`src/fspl_pkg.sv`:
```
// shared constants, opcodes and types for the sector protection lock block
// What this block does
// - one volatile lock guards all persistent sector bits; 0 blocks, 1 permits change
// - the lock clear command only ever clears the lock to 0
// - persistent mode sets lock to 1 at reset; no command sets it again
// - software reset leaves the lock untouched
// - password mode clears lock at reset; only a good unlock sets it
// - sector unprotected only when persistent and volatile bits are both 1
// - volatile bits return to unprotected on any reset; persistent bits kept
// - full 64-bit compare; mismatch keeps lock, sets program error, holds busy
// - any password valid; ships all ones; programming only clears bits
// - in password mode password read and program are silently ignored
// - after a mismatch no unlock is accepted for 100 us, busy held meanwhile
// - matching password skips the delay and leaves busy clear
// - every command outside continuation mode opens with an 8-bit instruction on the serial input
// - addresses are 24 or 32 bits by configuration
// - the instruction fixes lane width of all later phases
// - msb first; address high byte first; data low address first, incrementing
// - continuation mode bits make the next frame omit the instruction
// - reads may insert dummy clocks before the first data bit
// - while busy, array reads are ignored and only a few commands taken
// - writes rejected when chip select rises off an 8-bit boundary
// - persistent program or erase fails while the lock is 0
// - mode field 11 none, 10 persistent, 01 password, 00 fails
package fspl_pkg;
  localparam int CLK_PERIOD_NS = 10;
  localparam int T_UNLOCK_US   = 100;
  localparam int UNLOCK_CYC    = T_UNLOCK_US * 1000 / CLK_PERIOD_NS;
  localparam int T_PROG_US     = 1;
  localparam int PROG_CYC      = T_PROG_US * 1000 / CLK_PERIOD_NS;
  localparam int DUMMY_CYC     = 8;
  localparam int SECT_W        = 8;
  localparam int SECT_LSB      = 16;
  localparam int CNT_W         = 20;
  localparam int SR_WIP        = 0;
  localparam int SR_PERR       = 6;

  localparam logic [7:0]  OP_READ       = 8'h03;
  localparam logic [7:0]  OP_FAST       = 8'h0b;
  localparam logic [7:0]  OP_DOR        = 8'h3b;
  localparam logic [7:0]  OP_QOR        = 8'h6b;
  localparam logic [7:0]  OP_QIOR       = 8'heb;
  localparam logic [7:0]  OP_RDSR       = 8'h05;
  localparam logic [7:0]  OP_CLSR       = 8'h30;
  localparam logic [7:0]  OP_SWRST      = 8'hf0;
  localparam logic [7:0]  OP_LOCK_RD    = 8'ha7;
  localparam logic [7:0]  OP_LOCK_CLR   = 8'ha6;
  localparam logic [7:0]  OP_CFG_RD     = 8'h2b;
  localparam logic [7:0]  OP_CFG_PROG   = 8'h2f;
  localparam logic [7:0]  OP_PERS_RD    = 8'he2;
  localparam logic [7:0]  OP_PERS_PROG  = 8'he3;
  localparam logic [7:0]  OP_PERS_ERASE = 8'he4;
  localparam logic [7:0]  OP_VOL_RD     = 8'he0;
  localparam logic [7:0]  OP_VOL_WR     = 8'he1;
  localparam logic [7:0]  OP_PWD_RD     = 8'he7;
  localparam logic [7:0]  OP_PWD_PROG   = 8'he8;
  localparam logic [7:0]  OP_PWD_UNLOCK = 8'he9;

  localparam logic [1:0]  MODE_NONE = 2'b11;
  localparam logic [1:0]  MODE_PERS = 2'b10;
  localparam logic [1:0]  MODE_PWD  = 2'b01;
  localparam logic [1:0]  MODE_BAD  = 2'b00;
  localparam int          MODE_LSB  = 1;
  localparam logic [3:0]  CONT_NIB  = 4'ha;
  localparam logic [7:0]  BYTE_ONES = 8'hff;
  localparam logic [63:0] PWD_SHIP  = 64'hffff_ffff_ffff_ffff;
  localparam logic [5:0]  PIN_RST   = 6'h20;

  typedef enum logic [1:0] {
    LN_1 = 2'b00,
    LN_2 = 2'b01,
    LN_4 = 2'b10
  } fspl_lane_t;

  typedef enum logic [3:0] {
    ST_IDLE  = 4'b0000,
    ST_CMD   = 4'b0001,
    ST_ADDR  = 4'b0010,
    ST_MODE  = 4'b0011,
    ST_DUMMY = 4'b0100,
    ST_DIN   = 4'b0101,
    ST_DOUT  = 4'b0110,
    ST_WAIT  = 4'b0111,
    ST_IGN   = 4'b1000
  } fspl_state_t;

  typedef struct packed {
    logic       ok;
    logic       addr;
    logic       mode;
    logic       din;
    logic       dout;
    logic       arr;
    logic       dum;
    fspl_lane_t al;
    fspl_lane_t dl;
    logic [3:0] dlen;
  } fspl_dec_t;
endpackage

```
`src/fspl_secmem.sv`:
```
// per-sector persistent and volatile protection bit store
`timescale 1ns/100ps
module fspl_secmem #(
  parameter int SECT_W = 8
) (
  input  wire logic              i_clk,
  input  wire logic              i_rst,
  input  wire logic              i_factory,
  input  wire logic [SECT_W-1:0] i_sect,
  input  wire logic              i_pers_clr,
  input  wire logic              i_pers_erase,
  input  wire logic              i_vol_we,
  input  wire logic              i_vol_val,
  input  wire logic              i_vol_reset,
  output logic                   o_pers,
  output logic                   o_vol
);
  localparam int N = 1 << SECT_W;
  logic [N-1:0] pers_q;
  logic [N-1:0] vol_q;

  // non-volatile: survives every reset
  always_ff @(posedge i_clk) begin
    if (i_factory || i_pers_erase) begin
      pers_q <= '1;
    end else if (i_pers_clr) begin
      pers_q[i_sect] <= 1'b0;
    end
  end

  always_ff @(posedge i_clk or posedge i_rst) begin
    if (i_rst) begin
      vol_q <= '1;
    end else if (i_vol_reset) begin
      vol_q <= '1;
    end else if (i_vol_we) begin
      vol_q[i_sect] <= i_vol_val;
    end
  end

  always_ff @(posedge i_clk or posedge i_rst) begin
    if (i_rst) begin
      o_pers <= 1'b0;
      o_vol  <= 1'b0;
    end else begin
      o_pers <= pers_q[i_sect];
      o_vol  <= vol_q[i_sect];
    end
  end
endmodule

```
`src/fspl_lock.sv`:
```
// serial command front end and sector protection lock logic
`timescale 1ns/100ps
module fspl_lock #(
  parameter int UNLOCK_CYC = fspl_pkg::UNLOCK_CYC,
  parameter int PROG_CYC   = fspl_pkg::PROG_CYC,
  parameter int DUMMY_CYC  = fspl_pkg::DUMMY_CYC,
  parameter int SECT_W     = fspl_pkg::SECT_W
) (
  input  wire logic        i_clk,
  input  wire logic        i_rst,
  input  wire logic        i_factory_init,
  input  wire logic        i_addr32,
  input  wire logic        i_sck,
  input  wire logic        i_cs_n,
  input  wire logic [3:0]  i_io,
  output logic      [3:0]  o_io,
  output logic      [3:0]  o_io_oe_n,
  output logic             o_arr_rd,
  output logic      [31:0] o_arr_addr,
  input  wire logic [7:0]  i_arr_data,
  output logic             o_lock,
  output logic             o_wip,
  output logic             o_perr,
  output logic      [1:0]  o_mode,
  output logic             o_sect_unprot
);
  import fspl_pkg::*;

  function automatic fspl_dec_t decode(input logic [7:0] c);
    fspl_dec_t d;
    d = fspl_dec_t'('0);
    d.dlen = 4'h1;
    d.ok = 1'b1;
    case (c)
      OP_READ: begin
        d.addr = 1'b1; d.dout = 1'b1; d.arr = 1'b1;
      end
      OP_FAST, OP_DOR, OP_QOR: begin
        d.addr = 1'b1; d.dout = 1'b1; d.arr = 1'b1; d.dum = 1'b1;
        d.dl = (c == OP_DOR) ? LN_2 : (c == OP_QOR) ? LN_4 : LN_1;
      end
      OP_QIOR: begin
        d.addr = 1'b1; d.mode = 1'b1; d.dout = 1'b1; d.arr = 1'b1;
        d.dum = 1'b1; d.al = LN_4; d.dl = LN_4;
      end
      OP_RDSR, OP_LOCK_RD, OP_CFG_RD, OP_PWD_RD: d.dout = 1'b1;
      OP_PERS_RD, OP_VOL_RD: begin
        d.addr = 1'b1; d.dout = 1'b1;
      end
      OP_PERS_PROG: d.addr = 1'b1;
      OP_VOL_WR: begin
        d.addr = 1'b1; d.din = 1'b1;
      end
      OP_CFG_PROG: d.din = 1'b1;
      OP_PWD_PROG, OP_PWD_UNLOCK: begin
        d.din = 1'b1; d.dlen = 4'h8;
      end
      OP_LOCK_CLR, OP_CLSR, OP_SWRST, OP_PERS_ERASE: d.ok = 1'b1;
      default: d.ok = 1'b0;
    endcase
    return d;
  endfunction

  // msb-first shift of one lane group
  function automatic logic [63:0] shift_in(input logic [63:0] s,
                                           input logic [3:0] io,
                                           input fspl_lane_t ln);
    case (ln)
      LN_2:    return {s[61:0], io[1:0]};
      LN_4:    return {s[59:0], io};
      default: return {s[62:0], io[0]};
    endcase
  endfunction

  function automatic logic [3:0] out_map(input logic [7:0] w,
                                         input fspl_lane_t ln);
    case (ln)
      LN_2:    return {2'b00, w[7:6]};
      LN_4:    return w[7:4];
      default: return {2'b00, w[7], 1'b0};
    endcase
  endfunction

  function automatic logic [2:0] lane_bits(input fspl_lane_t ln);
    return 3'(4'd1 << ln);
  endfunction

  // pins: two flops before any use
  logic [5:0]  pin_s1_q;
  logic [5:0]  pin_s2_q;
  logic        cs_d_q;
  logic        sck_d_q;
  fspl_state_t st_q;
  fspl_state_t st_d;
  logic [5:0]  cnt_q;
  logic [2:0]  bits_q;
  logic [63:0] sh_q;
  logic [7:0]  cmd_q;
  logic [31:0] addr_q;
  logic        cont_q;
  logic [3:0]  din_cnt_q;
  logic [7:0]  osh_q;
  logic [2:0]  ocnt_q;
  logic [2:0]  bidx_q;
  logic        init_q;
  logic        lock_d;
  logic        perr_d;
  logic        wip_d;
  logic [CNT_W-1:0] busy_q;
  logic [CNT_W-1:0] busy_d;
  logic [CNT_W-1:0] ulk_q;
  logic [CNT_W-1:0] ulk_d;
  logic [1:0]  mode_d;
  logic [63:0] pwd_q;
  logic [63:0] pwd_d;
  logic        pclr;
  logic        perase;
  logic        vwe;
  logic        vrst;
  logic        pers_bit;
  logic        vol_bit;

  always_ff @(posedge i_clk or posedge i_rst) begin
    if (i_rst) begin
      pin_s1_q <= PIN_RST;
      pin_s2_q <= PIN_RST;
      cs_d_q   <= 1'b1;
      sck_d_q  <= 1'b0;
    end else begin
      pin_s1_q <= {i_cs_n, i_sck, i_io};
      pin_s2_q <= pin_s1_q;
      cs_d_q   <= pin_s2_q[5];
      sck_d_q  <= pin_s2_q[4];
    end
  end

  wire       cs_n_s    = pin_s2_q[5];
  wire [3:0] io_s      = pin_s2_q[3:0];
  wire       rise_w    = pin_s2_q[4] & ~sck_d_q;
  wire       fall_w    = ~pin_s2_q[4] & sck_d_q;
  wire       cs_fall_w = ~cs_n_s & cs_d_q;
  wire       cs_rise_w = cs_n_s & ~cs_d_q;

  // instruction decoded while its last bit arrives
  wire [7:0] cmd_in_w = {sh_q[6:0], io_s[0]};
  wire [7:0] dcmd_w   = (st_q == ST_CMD) ? cmd_in_w : cmd_q;
  fspl_dec_t dc;
  assign dc = decode(dcmd_w);
  wire sub_w = (dcmd_w == OP_RDSR) | (dcmd_w == OP_CLSR) |
               (dcmd_w == OP_SWRST);
  wire pwd_blk_w = (o_mode == MODE_PWD) &
                   ((dcmd_w == OP_PWD_RD) | (dcmd_w == OP_PWD_PROG));
  wire acc_w = dc.ok & (~o_wip | sub_w) & ~pwd_blk_w;

  fspl_lane_t ph_lane_w;
  assign ph_lane_w = (st_q == ST_CMD) ? LN_1 :
                     (st_q == ST_ADDR || st_q == ST_MODE) ? dc.al : dc.dl;
  wire [5:0] a_edges_w = (i_addr32 ? 6'd32 : 6'd24) >> ph_lane_w;
  wire [5:0] b_edges_w = 6'd8 >> ph_lane_w;
  wire [5:0] dum_w     = dc.dum ? 6'(DUMMY_CYC) : 6'd0;
  wire [5:0] last_w    = (st_q == ST_ADDR)  ? a_edges_w - 6'd1 :
                         (st_q == ST_DUMMY) ? dum_w - 6'd1 :
                         b_edges_w - 6'd1;
  wire        end_w   = rise_w & (cnt_q == last_w);
  wire [63:0] sh_nx_w = shift_in(sh_q, io_s, ph_lane_w);
  wire [31:0] addr_nx_w = i_addr32 ? sh_nx_w[31:0]
                                   : {8'h00, sh_nx_w[23:0]};

  fspl_state_t nx_dat;
  fspl_state_t nx_dum;
  fspl_state_t nx_mod;
  fspl_state_t nx_adr;
  assign nx_dat = dc.din ? ST_DIN : dc.dout ? ST_DOUT : ST_WAIT;
  assign nx_dum = (dum_w != 6'd0) ? ST_DUMMY : nx_dat;
  assign nx_mod = dc.mode ? ST_MODE : nx_dum;
  assign nx_adr = dc.addr ? ST_ADDR : nx_mod;

  always_comb begin
    st_d = st_q;
    if (cs_n_s) begin
      st_d = ST_IDLE;
    end else if (cs_fall_w) begin
      st_d = !cont_q ? ST_CMD : o_wip ? ST_IGN : ST_ADDR;
    end else if (end_w) begin
      case (st_q)
        ST_CMD:   st_d = acc_w ? nx_adr : ST_IGN;
        ST_ADDR:  st_d = nx_mod;
        ST_MODE:  st_d = nx_dum;
        ST_DUMMY: st_d = nx_dat;
        default:  st_d = st_q;
      endcase
    end
  end

  always_ff @(posedge i_clk or posedge i_rst) begin
    if (i_rst) begin
      st_q   <= ST_IDLE;
      cnt_q  <= 6'd0;
      bits_q <= 3'd0;
      sh_q   <= 64'h0;
    end else begin
      st_q <= st_d;
      if (cs_fall_w || end_w) begin
        cnt_q <= 6'd0;
      end else if (rise_w) begin
        cnt_q <= cnt_q + 6'd1;
      end
      if (cs_fall_w) begin
        bits_q <= 3'd0;
      end else if (rise_w) begin
        bits_q <= bits_q + lane_bits(ph_lane_w);
      end
      if (rise_w) begin
        sh_q <= sh_nx_w;
      end
    end
  end

  // writes only take effect on a whole-byte frame end
  wire exec_w = cs_rise_w & (bits_q == 3'd0) &
                ((st_q == ST_WAIT) |
                 ((st_q == ST_DIN) & (din_cnt_q == dc.dlen)));
  wire cmd_end_w  = end_w & (st_q == ST_CMD);
  wire addr_end_w = end_w & (st_q == ST_ADDR);
  wire din_w      = end_w & (st_q == ST_DIN) & (din_cnt_q != 4'hf);

  always_ff @(posedge i_clk or posedge i_rst) begin
    if (i_rst) begin
      cmd_q     <= 8'h00;
      addr_q    <= 32'h0;
      cont_q    <= 1'b0;
      din_cnt_q <= 4'h0;
    end else begin
      if (cmd_end_w) begin
        cmd_q <= cmd_in_w;
      end
      if (addr_end_w) begin
        addr_q <= addr_nx_w;
      end
      if (cmd_end_w || (exec_w && cmd_q == OP_SWRST)) begin
        cont_q <= 1'b0;
      end else if (end_w && st_q == ST_MODE) begin
        cont_q <= (sh_nx_w[7:4] == CONT_NIB);
      end
      if (cs_fall_w) begin
        din_cnt_q <= 4'h0;
      end else if (din_w) begin
        din_cnt_q <= din_cnt_q + 4'h1;
      end
    end
  end

  wire [7:0]  d8_w     = sh_q[7:0];
  wire [1:0]  mfld_w   = d8_w[MODE_LSB +: 2];
  wire [63:0] pwd_in_w = {sh_q[7:0], sh_q[15:8], sh_q[23:16],
                          sh_q[31:24], sh_q[39:32], sh_q[47:40],
                          sh_q[55:48], sh_q[63:56]};

  always_comb begin
    lock_d = o_lock;
    perr_d = o_perr;
    wip_d  = o_wip;
    busy_d = busy_q;
    ulk_d  = ulk_q;
    mode_d = o_mode;
    pwd_d  = pwd_q;
    pclr   = 1'b0;
    perase = 1'b0;
    vwe    = 1'b0;
    vrst   = 1'b0;
    if (busy_q != '0) begin
      busy_d = busy_q - 1'b1;
      if (busy_q == CNT_W'(1)) wip_d = 1'b0;
    end
    if (ulk_q != '0) ulk_d = ulk_q - 1'b1;
    if (init_q) lock_d = (o_mode != MODE_PWD);
    if (i_factory_init) begin
      mode_d = MODE_NONE;
      pwd_d  = PWD_SHIP;
    end
    if (exec_w) begin
      case (cmd_q)
        OP_LOCK_CLR: lock_d = 1'b0;
        OP_CLSR: begin
          perr_d = 1'b0;
          if (busy_q == '0 && ulk_q == '0) wip_d = 1'b0;
        end
        OP_SWRST: vrst = 1'b1;
        OP_PERS_PROG, OP_PERS_ERASE: begin
          wip_d = 1'b1;
          if (o_lock) begin
            pclr   = (cmd_q == OP_PERS_PROG);
            perase = (cmd_q == OP_PERS_ERASE);
            busy_d = CNT_W'(PROG_CYC);
          end else begin
            perr_d = 1'b1;
          end
        end
        OP_VOL_WR: vwe = 1'b1;
        OP_CFG_PROG: begin
          wip_d = 1'b1;
          if (o_mode == MODE_NONE && mfld_w != MODE_BAD) begin
            mode_d = mfld_w;
            busy_d = CNT_W'(PROG_CYC);
          end else begin
            perr_d = 1'b1;
          end
        end
        OP_PWD_PROG: begin
          pwd_d  = pwd_q & pwd_in_w;
          wip_d  = 1'b1;
          busy_d = CNT_W'(PROG_CYC);
        end
        OP_PWD_UNLOCK: begin
          if (o_mode == MODE_PWD && ulk_q == '0) begin
            if (pwd_in_w == pwd_q) begin
              lock_d = 1'b1;
            end else begin
              perr_d = 1'b1;
              wip_d  = 1'b1;
              ulk_d  = CNT_W'(UNLOCK_CYC);
            end
          end
        end
        default: ;
      endcase
    end
  end

  always_ff @(posedge i_clk or posedge i_rst) begin
    if (i_rst) begin
      init_q <= 1'b1;
      o_lock <= 1'b1;
      o_perr <= 1'b0;
      o_wip  <= 1'b0;
      busy_q <= '0;
      ulk_q  <= '0;
    end else begin
      init_q <= 1'b0;
      o_lock <= lock_d;
      o_perr <= perr_d;
      o_wip  <= wip_d;
      busy_q <= busy_d;
      ulk_q  <= ulk_d;
    end
  end

  // one-time and hidden values survive reset
  always_ff @(posedge i_clk) begin
    o_mode <= mode_d;
    pwd_q  <= pwd_d;
  end

  fspl_secmem #(
    .SECT_W (SECT_W)
  ) u_mem (
    .i_clk        (i_clk),
    .i_rst        (i_rst),
    .i_factory    (i_factory_init),
    .i_sect       (addr_q[SECT_LSB +: SECT_W]),
    .i_pers_clr   (pclr),
    .i_pers_erase (perase),
    .i_vol_we     (vwe),
    .i_vol_val    (d8_w == BYTE_ONES),
    .i_vol_reset  (vrst),
    .o_pers       (pers_bit),
    .o_vol        (vol_bit)
  );

  // read data byte source
  wire [7:0] stat_w = 8'({7'h0, o_perr} << SR_PERR) |
                      8'({7'h0, o_wip} << SR_WIP);
  wire [7:0] src_w =
    (cmd_q == OP_RDSR)    ? stat_w :
    (cmd_q == OP_LOCK_RD) ? {7'h00, o_lock} :
    (cmd_q == OP_CFG_RD)  ? {5'h00, o_mode, 1'b1} :
    (cmd_q == OP_PERS_RD) ? {8{pers_bit}} :
    (cmd_q == OP_VOL_RD)  ? {8{vol_bit}} :
    (cmd_q == OP_PWD_RD)  ? pwd_q[{bidx_q, 3'b000} +: 8] :
    i_arr_data;
  wire       load_w = fall_w & (st_q == ST_DOUT) & (ocnt_q == 3'd0);
  wire [7:0] word_w = (ocnt_q == 3'd0) ? src_w : osh_q;
  wire [3:0] oe_w   = (st_q != ST_DOUT) ? 4'hf :
                      (dc.dl == LN_4) ? 4'h0 :
                      (dc.dl == LN_2) ? 4'hc : 4'hd;

  always_ff @(posedge i_clk or posedge i_rst) begin
    if (i_rst) begin
      o_io      <= 4'h0;
      o_io_oe_n <= 4'hf;
      osh_q     <= 8'h00;
      ocnt_q    <= 3'd0;
      bidx_q    <= 3'd0;
    end else begin
      o_io_oe_n <= oe_w;
      if (cs_fall_w) begin
        ocnt_q <= 3'd0;
        bidx_q <= 3'd0;
      end else if (fall_w && st_q == ST_DOUT) begin
        o_io   <= out_map(word_w, dc.dl);
        osh_q  <= 8'(word_w << lane_bits(dc.dl));
        ocnt_q <= load_w ? 3'(b_edges_w - 6'd1) : ocnt_q - 3'd1;
        bidx_q <= load_w ? bidx_q + 3'd1 : bidx_q;
      end
    end
  end

  always_ff @(posedge i_clk or posedge i_rst) begin
    if (i_rst) begin
      o_arr_rd      <= 1'b0;
      o_arr_addr    <= 32'h0;
      o_sect_unprot <= 1'b0;
    end else begin
      o_arr_rd      <= (addr_end_w & dc.arr) | (load_w & dc.arr);
      o_sect_unprot <= pers_bit & vol_bit;
      if (addr_end_w) begin
        o_arr_addr <= addr_nx_w;
      end else if (load_w && dc.arr) begin
        o_arr_addr <= o_arr_addr + 32'h1;
      end
    end
  end
endmodule

```
`config.mk`:
```
export PLATFORM = sky130hd
export DESIGN_NAME = fspl_lock
export DESIGN_NICKNAME = d
export VERILOG_FILES = /design/src/fspl_pkg.sv /design/src/fspl_secmem.sv /design/src/fspl_lock.sv
export SDC_FILE = /design/constraint.sdc
export NUM_CORES = 2
export LEC_CHECK = 0
export BUFFER_PORTS_ARGS = -buffer_cell sky130_fd_sc_hd__buf_2
export CAP_MARGIN = 30
export CORE_ASPECT_RATIO = 1.75
export CORE_MARGIN = 2
export CORE_UTILIZATION = 48
export CTS_CLUSTER_DIAMETER = 40
export CTS_CLUSTER_SIZE = 12
export DETAILED_ROUTE_END_ITERATION = 8
export SLEW_MARGIN = 20
export SYNTH_ARGS = -nofsm -noshare
export SYNTH_HDL_FRONTEND = slang
export SYNTH_SLANG_ARGS = --single-unit
```
`constraint.sdc`:
```
create_clock -name i_clk -period 47.6 [get_ports i_clk]
set_clock_uncertainty 0.1 [all_clocks]
set_input_delay 9.52 -clock i_clk [delete_from_list [all_inputs] [get_ports i_clk]]
set_output_delay 9.52 -clock i_clk [all_outputs]
set_load 0.01 [all_outputs]
```
After elaboration in Yosys (flattened, before gate mapping):

Index checks and enable logic that the tools add are counted.

* output and inout port bits: 47
* flip-flop bits (word level): 808
* word-level logic and storage cells: 307
* input bits: 18

* bitwise operators: 37
* $lt $le $gt $ge: 2
* reduce and logical (&&, ||, !) cells: 45
* shift operators: 6
* add/sub/neg operators: 11
* multiplexer cells: 113
* eq/ne operators: 61

Operators with widths (number)
* $mux 256: 2
* $and 256x256->256: 1
* $bwmux 256: 1
* $not 256->256: 1
* $eq 8x8->1 const B: 24
* $mux 64: 3
* $mux 20: 9
* $pmux 64 s2: 1
* $mux 32: 3
* $and 64x64->64: 1
* $eq 64x64->1: 1
* $mux 8: 8
* $shiftx 64x7->8: 1
* $pmux 20 s3: 1
* $eq 8x6->1 const B: 7
* $mux 4: 12
* $logic_not 20->1: 2
* $reduce_bool 20->1: 2
* $sub 20x1->20 const B: 2
* $mux 1: 38
* $add 32x1->32 const B: 1
* $mux 3: 10
* $mux 6: 5
* $mux 2: 11
* other kinds (58): 128

Logic depth before layout (Yosys ltp):

* word-level depth: 18
* depth in mapped cells: 23

Cells and area by module:

From an unflattened synthesis, not the netlist that was laid out.

* cells, all modules: 4250
* area, all modules: 40421.3 sq um

By module, submodules not included
* fspl_secmem: times used 1, area each 24021.8 sq um, cells an instance 2354
* fspl_lock: times used 1, area each 16399.5 sq um, cells an instance 1896

Least setup slack after synthesis:

OpenSTA, ideal clock, no wires.

* path type: input port to flip-flop
* start point: input i_addr32
* end point: register cmd_q[0]
* arrival: 12492 ps
* setup time: 125 ps
* stages: 15
* slack: 34883 ps
* buffers on the path: 3
* cells stage by stage: clkbuf_1 inv_1 ha_1 nand2_1 ha_1 nor2b_1 a22o_1 a22oi_1 xnor2_1 nand3_1 or4b_1 buf_2 nor3_2 buf_2 mux2_2

* word-level cells in the longest chain between the ends: 7

RTL lines
* from (decl): line fspl_lock.sv:12 `input wire logic i_addr32,`
* $mux 6: line fspl_lock.sv:158 `wire [5:0] a_edges_w = (i_addr32 ? 6'd32 : 6'd24) >> ph_lane_w;`
* $shr 6x2->6: line fspl_lock.sv:158
* $sub 6x1->6: line fspl_lock.sv:161 `wire [5:0] last_w = (st_q == ST_ADDR) ? a_edges_w - 6'd1 :`
* $mux 6: line fspl_lock.sv:161
* $eq 6x6->1: line fspl_lock.sv:164 `wire end_w = rise_w & (cnt_q == last_w);`
* $and 1x1->1: line fspl_lock.sv:164
* $and 1x1->1: line fspl_lock.sv:223 `wire cmd_end_w = end_w & (st_q == ST_CMD);`
* to (signal assigned): line fspl_lock.sv:235 `cmd_q <= cmd_in_w;`
* to (decl): line fspl_lock.sv:98 `logic [7:0] cmd_q;`

Every way passes these cells.
A chain may end at the register's enable or synchronous reset.

Final worst setup path:

* start point: input i_addr32
* end point: register addr_q[19]

* word-level cells in the longest chain between the ends: 7

RTL lines
* $mux 6: line fspl_lock.sv:158
* $shr 6x2->6: line fspl_lock.sv:158
* $sub 6x1->6: line fspl_lock.sv:161
* $mux 6: line fspl_lock.sv:161
* $eq 6x6->1: line fspl_lock.sv:164
* $and 1x1->1: line fspl_lock.sv:164
* $and 1x1->1: line fspl_lock.sv:224 `wire addr_end_w = end_w & (st_q == ST_ADDR);`
* to (signal assigned): line fspl_lock.sv:238 `addr_q <= addr_nx_w;`
* to (decl): line fspl_lock.sv:99 `logic [31:0] addr_q;`

Every way passes these cells.

==> flow_summary.ini <==
[synthesis]
syn_inst = 4116
yosys-top-cells-area = dfstp_2 17%, dfxtp_1 16%, dfrtp_1 13%
synth_nets = 4224
yosys.area.top_type = dfstp_2
synth_edf_count = 0
synth_top_area_share_pct = 17.3
synthArstFlopShare_pct = 59.3
ys_seq_elements = 791
ys_seq_area_share_pct = 46.1
yosysUniqueCellTypes = 88
synth_common_cells = 610 x nand2_1, 533 x o21ai_0, 322 x dfxtp_1
synth_area_per_cell_um2 = 9.76
yosysMostFrequentCell = nand2_1
yosys_warnings = 0
synth_flop_cell = dfxtp_1
netlist_area_um2 = 40200

[final_layout]
area_growth_pct = 10.8
fin_nets = 4068
fill_cells = 7483
drive_above_1_share_pct = 20.4
antennaDiodeCount = 0

[setup_path]
worstSetupEndpointType = flop
reg2regPathDepth = 18
worstPathCellList = buf_2 > inv_1 > ha_1 > nand2_1 > ha_1 > nor2b_1 > a22o_1 > a22oi_1 > xnor2_1 > nand3_1 > or4b_1 > nor3_4 > buf_4 > nand2b_1 > o21ai_0
worstPathArrival_ns = 13.11
critPathRequiredTime_ns = 48.05
ff2ff_setup_slack_ns = 41.28
slowest_delay_ns = 0.65
worst_setup_path_start_kind = input port
crit_type = in -> reg
rr_endpoint = addr_q[19]
crit_slowest_cell = or4b_1
crit_top_cell = ha_1
worst-path-max-fanout = 63
path_buf_inv = 3
cp_top_family = simple AND/OR/NAND/NOR gates
r2r_start = st_q[1]

[grt]
overflow = 0
grt_pass1_vias = 32800
antenna_found_initial = 0
grt_use_total_pct = 29.9
grt_max_degree = 170
grt_pass1_wl_um = 200000

[placement]
hpwlAfterDp_um = 80900
port_buffers = 64
place.gp.congestion = 0.930

[timing]
min_period_ns = 12.67
max_freq_ghz = 0.0789
final.period_utilization_pct = 26.6
hold_violations = 0
rsz0062_at_grt = no
finalSetupViolCount = 0
tns_ns = 0
tightest_slew_ns = 1.02
slew_headroom_pct = 31.9
drv_slew = 0

[power_and_ir_drop]
p_per_area_nw_per_um2 = 33.3
finalPower_mw = 1.48
ir_worst_vdd_mv = 0.0265
leakage_nw = 15.6

[die]
fp-row-count = 140
die_x_um = 223
core_area_um2 = 83000
design.die.area_um2 = 86100
ioPinCount = 65
fp.dieH_um = 387
start_util_pct = 48.4

[outcome]
status = finished clean

[drt]
ant_nets = 0
drcViolationCount = 0
dr_total_vias = 33000
drt-initial-drc-count = 3014
drt_pass1_iterations = 6
routed_wl_um = 130000
via_per_inst = 6.47
routedWlPerCell_um = 25.4

[clocking]
clk_pin_slew_ns = 0.06
insertion_delay_ns = 0.71
cts_htree_levels = 3
numCtsBuffers = 97
post-cts-setup-buffers = 0
ctsRootBufferMaster = clkbuf_16
clock_sinks = 791
cts_resized = 0
clockBufferDepth = 3
cts_tree = done
holdBufCountCts = 0

[worst_hold_path]
whs_path_depth = 0
hp-class = reg -> reg
min_from = pin_s1_q[0]
holdPathEnd = pin_s2_q[0]

[flow_run]
maxCapViolCount = 0
[stage by stage]
step                hold slack [ns]  cells  setup WS [ns]  cell area (µm²)  utilization [%]
floorplan                     0.231   4116          25.34            40200                -
detailed placement            0.238   4919          34.19            41100             49.5
CTS                           0.253   5098          34.94            44400             53.4
global route                  0.260   5105          34.63            44500             53.6
global placement              0.235   4912          34.24            41000             49.3
finish                        0.249   5105          34.93            44500             53.6
[cells in the final DEF, fill, tap and decap left out, types with 18 or more instances in the layout]
cell	n
nand2_1	603
o21ai_0	533
dfxtp_1	322
nor2_1	293
dfstp_2	264
dfrtp_1	201
o311ai_0	187
mux4_2	180
a21oi_1	166
o31ai_1	113
clkbuf_16	101
ha_1	87
buf_4	70
a22oi_1	68
buf_2	67
a221o_1	56
nor3_1	50
nand3_1	50
nor4_1	48
xnor2_1	42
inv_1	38
xor2_1	34
mux2i_1	31
nand2b_1	30
nand4_1	24
clkbuf_1	23
nor2b_1	19
a31oi_1	18
[layout make-up]
class / instances / area, µm² / area share, %
Tap cell: 1065 / 1330 / 2.99
Clock buffer: 134 / 2750 / 6.18
Timing Repair Buffer: 148 / 1110 / 2.50
Sequential cell: 791 / 18500 / 41.6
Clock inverter: 45 / 515 / 1.16
Inverter: 39 / 154 / 0.346
Multi-Input combinational cell: 2883 / 20100 / 45.2
[worst register-to-register path: stages, from the launching register on]
cell and delay (ns):
dfrtp_1 0.61, nor4b_4 0.35, buf_4 0.30, mux2_2 0.42, and2_0 0.16, and2_1 0.18, nand3_1 0.29, ha_4 0.75
inv_1 0.11, ha_1 0.44, a22o_1 0.27, a22oi_1 0.21, xnor2_1 0.14, nand3_1 0.09, or4b_1 0.65, nor3_4 0.21
buf_4 0.54, nand2b_1 0.26, o21ai_0 0.09
[per-layer routing]
layer	part of all wire (%)	global-route usage [%]	vias to the layer above	wire length (µm)
li1	-	-	14900	-
met1	38	34.9	16500	49000
met2	51	51.7	1191	65800
met3	5.2	4.09	371	6690
met4	6.4	18.9	0	8260
met5	0	0	-	0
[logic make-up after synthesis]
logic type | Yosys count | share of synthesized area [%]
fa+ha+maj | 90 | 2.82
simple gates | 1245 | 13.9
mux | 227 | 11.3
xor+xnor | 76 | 1.66
compound gates | 1244 | 19.9
other cells | 1 | 0.00933
flops | 791 | 46.1
buf+inv | 442 | 4.27
[power breakdown]
part / switching, mW / internal, mW
sequential: 0.0121 / 0.674
combinational: 0.0292 / 0.0124
clock: 0.314 / 0.442
total: 0.355 / 1.13
[sequential cells by signal, summed over array words and instances, names as in the netlist, 2 cells and up]
register,count
u_mem.pers_q,256
ocnt_q,3
addr_q,8
st_q,4
cmd_q,8
u_mem.vol_q,256
cnt_q,6
busy_q,20
pin_s2_q,6
o_mode,2
sh_q,64
pin_s1_q,6
pwd_q,64
o_arr_addr,32
bidx_q,3
o_io,4
o_io_oe_n,3
osh_q,8
din_cnt_q,4
bits_q,3
ulk_q,20
[how the worst max path moves through the flow]
stage / start / end / cells after the start
floorplan: i_rst / addr_q[16] / 1
global placement: i_addr32 / cmd_q[0] / 13
detailed placement: i_addr32 / addr_q[18] / 14
CTS: i_addr32 / cmd_q[7] / 13
global route: i_addr32 / addr_q[19] / 14
finish: i_addr32 / addr_q[19] / 15
No activity file was read; power rests on OpenSTA's default activity.
